File: src/rtl/kdw_pkg.sv
// Purpose: constants and carrier types for the keyed digital watchdog
// Assumes: 32-bit register port, byte addresses, one word per register
// Notes:   reset cause flags live on the power-on reset only
package kdw_pkg;

  localparam int unsigned ADDR_W = 8;
  localparam int unsigned DATA_W = 32;

  // register byte offsets
  localparam logic [ADDR_W-1:0] OFS_ENABLE   = 8'h00;
  localparam logic [ADDR_W-1:0] OFS_PRELOAD  = 8'h04;
  localparam logic [ADDR_W-1:0] OFS_CAUSE    = 8'h08;
  localparam logic [ADDR_W-1:0] OFS_KEY      = 8'h0c;
  localparam logic [ADDR_W-1:0] OFS_COUNT    = 8'h10;
  localparam logic [ADDR_W-1:0] OFS_IRQ_STAT = 8'h14;
  localparam logic [ADDR_W-1:0] OFS_IRQ_MASK = 8'h18;

  // enable word codes
  localparam logic [DATA_W-1:0] ENABLE_OFF_CODE = 32'h5312aced;
  localparam logic [DATA_W-1:0] ENABLE_ON_CODE  = 32'haced5312;
  localparam logic [DATA_W-1:0] ENABLE_RST      = 32'h00000000;

  // service key codes
  localparam int unsigned       KEY_W       = 16;
  localparam logic [KEY_W-1:0]  KEY_ARM     = 16'he51a;
  localparam logic [KEY_W-1:0]  KEY_SERVE   = 16'ha35c;
  localparam logic [KEY_W-1:0]  KEY_RST     = 16'ha35c;

  // preload and counter layout
  localparam int unsigned            PRELOAD_W     = 12;
  localparam logic [PRELOAD_W-1:0]   PRELOAD_RST   = 12'hfff;
  localparam int unsigned            COUNT_W       = 25;
  localparam int unsigned            COUNT_LOW_W   = 13;
  localparam logic [COUNT_LOW_W-1:0] COUNT_LOW_FILL = 13'h1fff;
  localparam logic [COUNT_W-1:0]     COUNT_RST     = 25'h0;

  // reset cause bit positions
  localparam int unsigned CAUSE_EXPIRY_BIT = 1;
  localparam int unsigned CAUSE_BADKEY_BIT = 2;

  // interrupt status and mask layout
  localparam int unsigned        IRQ_W         = 3;
  localparam int unsigned        IRQ_EXPIRY    = 0;
  localparam int unsigned        IRQ_BADKEY    = 1;
  localparam int unsigned        IRQ_SERVICE   = 2;
  localparam logic [IRQ_W-1:0]   IRQ_STAT_RST  = 3'h0;
  localparam logic [IRQ_W-1:0]   IRQ_MASK_RST  = 3'h0;

  typedef enum logic [0:0] {
    KDW_KEY_IDLE  = 1'b0,
    KDW_KEY_ARMED = 1'b1
  } kdw_key_e;

  typedef struct packed {
    logic              wr;
    logic              rd;
    logic [ADDR_W-1:0] addr;
    logic [DATA_W-1:0] wdata;
  } kdw_bus_req_s;

  // reset-surviving cause flags
  typedef struct packed {
    logic badkey;
    logic expiry;
  } kdw_cause_s;

endpackage : kdw_pkg

File: src/rtl/kdw_cause_flags.sv
// Purpose: reset cause flags that outlive the module reset
// Assumes: por_b is the power-on reset, synchronous, active low
// Notes:   hardware set wins over a software clear in the same cycle
module kdw_cause_flags (
  // clock and power-on reset
  input  wire logic              clk_sys,
  input  wire logic              por_b,
  // set and clear requests
  input  wire logic              set_expiry,
  input  wire logic              set_badkey,
  input  wire logic              clr_expiry,
  input  wire logic              clr_badkey,
  // flag state
  output kdw_pkg::kdw_cause_s    flags
);
  import kdw_pkg::*;

  kdw_cause_s st_reg;
  kdw_cause_s st_next;

  always_comb begin
    st_next = st_reg;
    if (clr_expiry) begin
      st_next.expiry = 1'b0;
    end
    if (clr_badkey) begin
      st_next.badkey = 1'b0;
    end
    if (set_expiry) begin
      st_next.expiry = 1'b1;
    end
    if (set_badkey) begin
      st_next.badkey = 1'b1;
    end
  end

  always_ff @(posedge clk_sys) begin
    if (!por_b) begin
      st_reg <= '0;
    end else begin
      st_reg <= st_next;
    end
  end

  assign flags = st_reg;

endmodule : kdw_cause_flags

File: src/rtl/kdw_top.sv
// Purpose: keyed digital watchdog with write-once enable and service key
// Assumes: single 200 MHz clock; register port with read data one cycle late
// Notes:   sys_rst_req holds until the module reset arrives
//
// The placing of the registers and the plain strobed port were left to the implementer.
module kdw_top (
  // clock and resets
  input  wire logic                   clk_sys,
  input  wire logic                   rst_b,
  input  wire logic                   por_b,
  // register port
  input  kdw_pkg::kdw_bus_req_s       bus_req,
  output logic [kdw_pkg::DATA_W-1:0]  rd_data,
  // system outputs
  output logic                        sys_rst_req,
  output logic                        irq
);
  import kdw_pkg::*;

  typedef struct packed {
    logic [DATA_W-1:0]    enable_word;
    logic                 enable_written;
    logic                 running;
    logic [COUNT_W-1:0]   count;
    kdw_key_e             key;
    logic [KEY_W-1:0]     key_last;
    logic [PRELOAD_W-1:0] preload;
    logic [IRQ_W-1:0]     irq_stat;
    logic [IRQ_W-1:0]     irq_mask;
    logic [DATA_W-1:0]    rd_data;
    logic                 sys_rst_req;
    logic                 irq;
  } kdw_top_s;

  localparam kdw_top_s TOP_RST = '{
    enable_word:    ENABLE_RST,
    enable_written: 1'b0,
    running:        1'b0,
    count:          COUNT_RST,
    key:            KDW_KEY_IDLE,
    key_last:       KEY_RST,
    preload:        PRELOAD_RST,
    irq_stat:       IRQ_STAT_RST,
    irq_mask:       IRQ_MASK_RST,
    rd_data:        32'h00000000,
    sys_rst_req:    1'b0,
    irq:            1'b0
  };

  kdw_top_s   st_reg;
  kdw_top_s   st_next;
  kdw_cause_s cause;

  // decoded write strobes
  logic             wr_enable;
  logic             wr_preload;
  logic             wr_cause;
  logic             wr_key;
  logic             wr_irq_stat;
  logic             wr_irq_mask;
  logic [KEY_W-1:0] key_val;

  // events of this cycle
  logic             ev_expiry;
  logic             ev_badkey;
  logic             ev_service;
  logic [IRQ_W-1:0] ev_vec;

  // counter load value
  logic [COUNT_W-1:0] load_val;

  always_comb begin
    wr_enable   = bus_req.wr && (bus_req.addr == OFS_ENABLE);
    wr_preload  = bus_req.wr && (bus_req.addr == OFS_PRELOAD);
    wr_cause    = bus_req.wr && (bus_req.addr == OFS_CAUSE);
    wr_key      = bus_req.wr && (bus_req.addr == OFS_KEY);
    wr_irq_stat = bus_req.wr && (bus_req.addr == OFS_IRQ_STAT);
    wr_irq_mask = bus_req.wr && (bus_req.addr == OFS_IRQ_MASK);
    key_val     = bus_req.wdata[KEY_W-1:0];
  end

  always_comb begin
    load_val = {st_reg.preload, COUNT_LOW_FILL};
  end

  always_comb begin
    st_next    = st_reg;
    ev_expiry  = 1'b0;
    ev_badkey  = 1'b0;
    ev_service = 1'b0;

    if (st_reg.running) begin
      if (st_reg.count == COUNT_RST) begin
        ev_expiry       = 1'b1;
        st_next.running = 1'b0;
      end else begin
        st_next.count = st_reg.count - 25'h1;
      end
    end

    if (wr_enable && !st_reg.enable_written) begin
      st_next.enable_word    = bus_req.wdata;
      st_next.enable_written = 1'b1;
      if (bus_req.wdata != ENABLE_OFF_CODE) begin
        st_next.running = 1'b1;
        st_next.count   = load_val;
      end
    end

    if (wr_preload) begin
      st_next.preload = bus_req.wdata[PRELOAD_W-1:0];
    end

    // key sequencing
    if (wr_key) begin
      st_next.key_last = key_val;
      if (key_val == KEY_ARM) begin
        st_next.key = KDW_KEY_ARMED;
      end else if (key_val == KEY_SERVE) begin
        if (st_reg.key == KDW_KEY_ARMED) begin
          st_next.key = KDW_KEY_IDLE;
          ev_service  = 1'b1;
          if (st_next.running) begin
            st_next.count = load_val;
          end
        end
      end else begin
        ev_badkey   = 1'b1;
        st_next.key = KDW_KEY_IDLE;
      end
    end

    // held until the module reset takes it down
    if (ev_expiry || ev_badkey) begin
      st_next.sys_rst_req = 1'b1;
    end

    // interrupt status: set wins over write-one clear
    ev_vec = {ev_service, ev_badkey, ev_expiry};
    if (wr_irq_stat) begin
      st_next.irq_stat = st_reg.irq_stat & ~bus_req.wdata[IRQ_W-1:0];
    end
    st_next.irq_stat = st_next.irq_stat | ev_vec;
    if (wr_irq_mask) begin
      st_next.irq_mask = bus_req.wdata[IRQ_W-1:0];
    end
    st_next.irq = |(st_next.irq_stat & st_next.irq_mask);

    // read data stands one cycle after the strobe only
    st_next.rd_data = 32'h00000000;
    if (bus_req.rd) begin
      unique case (bus_req.addr)
        OFS_ENABLE: begin
          st_next.rd_data = st_reg.enable_word;
        end
        OFS_PRELOAD: begin
          st_next.rd_data = {20'h00000, st_reg.preload};
        end
        OFS_CAUSE: begin
          st_next.rd_data = 32'h00000000;
          st_next.rd_data[CAUSE_EXPIRY_BIT] = cause.expiry;
          st_next.rd_data[CAUSE_BADKEY_BIT] = cause.badkey;
        end
        OFS_KEY: begin
          st_next.rd_data = {16'h0000, st_reg.key_last};
        end
        OFS_COUNT: begin
          st_next.rd_data = {7'h00, st_reg.count};
        end
        OFS_IRQ_STAT: begin
          st_next.rd_data = {29'h0, st_reg.irq_stat};
        end
        OFS_IRQ_MASK: begin
          st_next.rd_data = {29'h0, st_reg.irq_mask};
        end
        default: begin
          st_next.rd_data = 32'h00000000;
        end
      endcase
    end
  end

  always_ff @(posedge clk_sys) begin
    if (!rst_b) begin
      st_reg <= TOP_RST;
    end else begin
      st_reg <= st_next;
    end
  end

  kdw_cause_flags u_cause (
    .clk_sys    (clk_sys),
    .por_b      (por_b),
    .set_expiry (ev_expiry),
    .set_badkey (ev_badkey),
    .clr_expiry (wr_cause && bus_req.wdata[CAUSE_EXPIRY_BIT]),
    .clr_badkey (wr_cause && bus_req.wdata[CAUSE_BADKEY_BIT]),
    .flags      (cause)
  );

  assign rd_data     = st_reg.rd_data;
  assign sys_rst_req = st_reg.sys_rst_req;
  assign irq         = st_reg.irq;

endmodule : kdw_top

File: config.mk
export PLATFORM = sky130hd
export DESIGN_NAME = kdw_top
export DESIGN_NICKNAME = d
export VERILOG_FILES = /design/src/rtl/kdw_pkg.sv /design/src/rtl/kdw_cause_flags.sv /design/src/rtl/kdw_top.sv
export SDC_FILE = /design/constraint.sdc
export NUM_CORES = 1
export LEC_CHECK = 0
export ABC_AREA = 1
export BUFFER_PORTS_ARGS = -buffer_cell sky130_fd_sc_hd__buf_2
export CELL_PAD_IN_SITES_DETAIL_PLACEMENT = 2
export CELL_PAD_IN_SITES_GLOBAL_PLACEMENT = 2
export CORE_AREA = 2 2 144 146
export CTS_BUF_LIST = sky130_fd_sc_hd__clkbuf_2
export CTS_CLUSTER_SIZE = 8
export DETAILED_ROUTE_END_ITERATION = 10
export DIE_AREA = 0 0 146 148
export PLACE_DENSITY = 0.88
export SYNTH_ARGS = -nofsm -noshare
export SYNTH_HDL_FRONTEND = slang
export SYNTH_HIERARCHICAL = 1
export SYNTH_SLANG_ARGS = --single-unit
File: constraint.sdc
create_clock -name clk_sys -period 2.07 [get_ports clk_sys]
set_input_delay 0.1035 -clock clk_sys [delete_from_list [all_inputs] [get_ports clk_sys]]
set_output_delay 0.1035 -clock clk_sys [all_outputs]
set_load 0.02 [all_outputs]
Word level (Yosys, flattened, before mapping):

Cells that the tools add are included.

* bits in registers: 130
* bits of input ports: 45
* output and inout port bits: 34
* word-level logic and storage cells: 73

* $add $sub $neg: 1
* equal/unequal tests: 9
* multiplexer cells: 28
* bitwise logic cells: 4
* reductions and logical operators: 17

Operator list (count)
* 32-bit case mux with 7 select lines: 1
* 26-bit 2-to-1 mux: 4
* 25-bit 2-to-1 mux: 4
* 42-bit 2-to-1 mux: 1
* 16-bit equality test, second input constant: 2
* 32-bit by 31-bit != test with 1-bit output, second input constant: 1
* 25-bit logical NOT: 1
* 25-bit by 1-bit subtractor with 25-bit output, second input constant: 1
* 8-bit by 5-bit equality test with 1-bit output, second input constant: 3
* 8-bit by 4-bit equality test with 1-bit output, second input constant: 2
* 1-bit 2-to-1 mux: 16
* 1-bit logical AND: 9
* 8-bit by 3-bit equality test with 1-bit output, second input constant: 1
* 8-bit logical NOT: 1
* 3-bit AND: 2
* 3-bit 2-to-1 mux: 2
* 2-bit nonzero test: 2
* 3-bit inverter: 1
* 3-bit bitwise OR: 1
* 3-bit OR reduction: 1
* 2-bit AND reduction: 1
* 1-bit logical NOT: 1
* 1-bit logical OR: 1

Depth between registers and ports, before layout:

* depth after elaboration: 10
* gate-level depth with buffers: 14
* mapped depth without buffers: 13

Hierarchy:

The synthesis kept the hierarchy.

By module, submodules not included
* kdw_top: instances 1, cells an instance 946, area each 6422.4 um^2, seq. area each 2562.5 um^2
* kdw_cause_flags: instances 1, cells an instance 11, area each 76.3 um^2, seq. area each 40.0 um^2

Worst setup path before layout:

OpenSTA, ideal clock, no wires.

* kind: reg2reg
* start point: reg st_reg[69] (netlist name)
* end point: reg st_reg[71] (netlist name)
* arrival time: 1635 ps
* slack: 312 ps
* stages on the path, launching flop included: 13
* buffers on the path: 1
* clock period less this slack: 1758 ps
* cell sequence: dfxtp_1 -> inv_1 -> ha_1 -> inv_1 -> nor2_1 -> nand2_1 -> nor2_1 -> nand2_1 -> nand2_2 -> nand2_4 -> nand2_4 -> buf_6 -> a31oi_1

* word-level cells in the longest chain between the ends: 10

RTL lines
* from (decl): RTL line kdw_top.sv:50 `kdw_top_s st_reg;`
* from (signal assigned): RTL line kdw_top.sv:187 `st_reg <= st_next;`
* 25-bit by 1-bit subtractor with 25-bit output or 25-bit logical NOT (tied branches): RTL line kdw_top.sv:97, kdw_top.sv:93
* 25-bit 2-to-1 mux or 1-bit 2-to-1 mux (tied branches): RTL line kdw_top.sv:93 `if (st_reg.count == COUNT_RST) begin`
* 26-bit 2-to-1 mux *: RTL line kdw_top.sv:92 `if (st_reg.running) begin`
* 26-bit 2-to-1 mux: RTL line kdw_top.sv:104 `if (bus_req.wdata != ENABLE_OFF_CODE) begin`
* 26-bit 2-to-1 mux *: RTL line kdw_top.sv:101 `if (wr_enable && !st_reg.enable_written) begin`
* 25-bit 2-to-1 mux: RTL line kdw_top.sv:123 `if (st_next.running) begin`
* 26-bit 2-to-1 mux: RTL line kdw_top.sv:120 `if (st_reg.key == KDW_KEY_ARMED) begin`
* 25-bit 2-to-1 mux: RTL line kdw_top.sv:119 `end else if (key_val == KEY_SERVE) begin`
* 25-bit 2-to-1 mux: RTL line kdw_top.sv:117 `if (key_val == KEY_ARM) begin`
* 42-bit 2-to-1 mux *: RTL line kdw_top.sv:115 `if (wr_key) begin`

Mark *: on every way between the ends. The rest lies on a longest branch, timed or not.
A chain may end at the register's enable or synchronous reset.

Final worst setup path:

* start point: reg st_reg[69] (netlist name)
* end point: reg st_reg (netlist bit sys_rst_req)

* word-level cells in the longest chain between the ends: 4

RTL lines
* 25-bit logical NOT: RTL line kdw_top.sv:93
* 1-bit 2-to-1 mux: RTL line kdw_top.sv:93
* 1-bit 2-to-1 mux: RTL line kdw_top.sv:92
* 1-bit logical OR: RTL line kdw_top.sv:134 `if (ev_expiry || ev_badkey) begin`

Every way passes these cells.

==> impl_metrics.py <==
metrics = {
    "sta": {
        "skew_ps": 57.90,
        "worst_slew_pin_slew_ps": 852.8,
        "relSlewSlack_pct": 43.15,
        "final.setup.tns_ps": -899.3,
        "slew_violations": 0,
        "fin_crit_sh_pct": 107.9,
        "rsz0062_at_grt": "yes",
        "timing.final.ws_setup_ps": -162.8,
        "fin_crit_ps": 2233,
        "setup_viol": 11,
        "hold_violations": 0,
        "fmax_ghz": 0.4479,
    },
    "yosys": {
        "syn_avg_cell_area_um2": 6.791,
        "synth_warnings": 6,
        "netlist_area_um2": 6499,
        "ys_types": 37,
        "syn_inst": 957,
        "syn-num-nets": 1003,
        "ys_seq_area_share_pct": 40.05,
        "ys_ff_latch": 130,
    },
    "final_layout": {
        "largest_reg_flops": 82,
        "stdcell_count": 1383,
        "final_cell_mix": "230 x nand2_1, 122 x dfxtp_1, 112 x nor2_1",
        "fillers": 2393,
        "area_growth_pct": 28.63,
        "drive_above_1_share_pct": 21.96,
        "final_area_um2": 8359,
        "mostFrequentLayoutCell": "nand2_1",
        "nets": 1144,
    },
    "global_route": {
        "grt_pass1_wl_mm": 57.97,
        "grt_overflow": 0,
        "grt_max_degree": 78,
        "met3_usage_pct": 8.611,
        "grt_use_total_pct": 35.79,
        "grt_most_used_layer": "met2",
        "grt_antenna_before_repair": 2,
        "grt_pass1_vias": 8826,
        "use_met2_pct": 60.59,
        "grtUsageMet1_pct": 42.38,
    },
    "hold_path": {
        "holdCritPathClass": "input port to flip-flop",
        "min_from": "bus_req[20]",
    },
    "clock_tree": {
        "cts_tree": "built",
        "cts_htree_levels": 4,
        "clkTransAtPathRegs_ps": 330,
        "cts.sinks": 130,
        "cts-root-buf": "clkbuf_2",
        "numCtsBuffers": 17,
        "clk_latency_ps": 870,
        "cts_buffer_depth": 2,
    },
    "worst_setup_path": {
        "critPathLaunchType": "flip-flop",
        "crit_path_start": "st_reg[69]",
        "critPathKind": "flip-flop to flip-flop",
        "crit_arrival_ps": 3020,
        "cp.required_ps": 2860,
        "path_max_fanout": 20,
        "r2r_start": "st_reg[69]",
        "end_kind": "flip-flop",
    },
    "power_and_ir_drop": {
        "switchingPower_uw": 1727,
        "power_density_nw_per_um2": 576.0,
        "ir_drop_mv": 0.3167,
        "leakagePower_uw": 0.003856,
        "combPwrFrac_pct": 7.5,
        "pwr-share-seq_pct": 52.4,
        "clockPowerShare_pct": 40.1,
        "intPower_uw": 3087,
        "swShare_pct": 35.88,
    },
    "placed_design": {
        "io_buffers": 78,
        "place_inst": 1270,
        "gp_congestion": 0.8421,
        "place_area_um2": 7063,
        "hpwl_mm": 19.22,
    },
    "floorplanning": {
        "die_w_um": 146,
        "die-area_um2": 21610,
        "rows": 52,
        "core_area_um2": 20040,
        "start_util_pct": 32.43,
        "die_h_um": 148,
        "io_pins": 79,
    },
    "route": {
        "first_pass_iters": 5,
        "vias_per_cell": 5.941,
        "post_drt_wl_per_cell_um": 29.71,
        "ant_nets": 0,
        "routed_wl_mm": 41.09,
        "num_vias": 8216,
        "first_iter_violations": 920,
        "drc": 0,
    },
    "job": {
        "drv_cap": 0,
    },
    "outcome": {
        "violations": "setup timing",
        "status": "finished with violations",
    },
}
worst max-delay path, stage by stage (launching register included):
cell and delay (ps):
dfxtp_2 420, inv_2 110, ha_4 170, inv_1 70, nor2_4 150, nand2_2 90, nor2_2 140, nand2_2 100
buf_4 230, o21ai_0 280, o21ai_0 210, inv_1 170
cells in the mapped netlist:
cell type / count / area share, %
a211oi_1: 3 / 0.35
a21oi_1: 68 / 5.2
a21oi_2: 2 / 0.27
a311oi_1: 1 / 0.13
a31oi_1: 12 / 1.2
a41oi_1: 1 / 0.13
buf_1: 3 / 0.17
buf_2: 14 / 1.1
buf_4: 34 / 3.9
buf_6: 3 / 0.52
clkbuf_1: 17 / 0.98
clkinv_1: 2 / 0.12
dfxtp_1: 130 / 40
ha_1: 1 / 0.19
inv_1: 93 / 5.4
inv_2: 9 / 0.52
nand2_1: 242 / 14
nand2_2: 6 / 0.58
nand2_4: 3 / 0.52
nand3_1: 53 / 4.1
nand3_2: 1 / 0.15
nand3_4: 1 / 0.27
nand3b_1: 3 / 0.35
nand4_1: 14 / 1.3
nor2_1: 133 / 7.7
nor2_2: 5 / 0.48
nor2_4: 4 / 0.69
nor2_8: 1 / 0.31
nor3_1: 6 / 0.46
nor3_4: 2 / 0.50
o211ai_1: 19 / 2.2
o21ai_0: 51 / 3.9
o21ai_1: 1 / 0.077
o22ai_1: 9 / 0.87
o31ai_1: 1 / 0.12
xnor2_1: 3 / 0.40
xor2_1: 6 / 0.81
through the flow:
step           worst slack (ps)  hold WS (ps)  power [uW]  util, %
2_1_floorplan             312.5         229.7        2673        -
3_3_place_gp              175.5         353.7        2791    35.25
3_5_place_dp              41.67         364.1        2800    35.25
4_1_cts                   6.407         2.954        4638    40.34
5_1_grt                  -209.1         33.07        4889    41.69
6_report                 -162.8         39.82        4815    41.71
layer usage:
metal	vias to the layer above	share of wire, %
met5	-	0
met1	4172	39
li1	3336	-
met3	196	7.0
met4	0	6.1
met2	512	48
cells by family (layout without fill, tap and decap cells):
kind of cell    count (synthesis)  in the layout  synth area share, %
simple gates                  474            475                31.40
buf+inv                       175            328                12.69
compound gates                168            168                14.46
flops                         130            130                40.05
xor+xnor                        9              9                1.213
fa+ha+maj                       1              1               0.1925
other cells                     0              2                    0
worst paths after layout:
kind                                    end  slack, ps  cells after the start
worst min-delay path            st_reg[116]         40                      4
worst max-delay path            sys_rst_req       -160                     11
worst min register to register  rd_data[28]        480                      2
worst max register to register  sys_rst_req       -160                     11
final cells by class:
type | count | area [um^2] | share of cell area [%]
inverter | 104 | 390.4 | 4.670
timing repair buffer | 192 | 1476 | 17.66
antenna | 2 | 5.005 | 0.05987
tap | 270 | 337.8 | 4.041
multi-input combinational | 653 | 3276 | 39.19
sequential | 130 | 2615 | 31.28
clock inverter | 15 | 173.9 | 2.081
clock buffer | 17 | 85.08 | 1.018
power groups by stage:
stage	clock (uW)	sequential, uW	combinational (uW)
finish	1930	2520	362
global route	1990	2520	374
CTS	1800	2520	321
detailed placement	0	2560	237
global placement	0	2560	229
floorplan	0	2560	111
timing repair:
item                                   4_1_cts  5_1_grt
buffers inserted                             4        8
resized for setup                            7       73
endpoints found under the hold margin      127        0
cloned                                       0        1
pin swaps                                    1       10
setup endpoints to repair                    7       37
hold buffers                                68        0
Power figures use the tool's default switching activity.
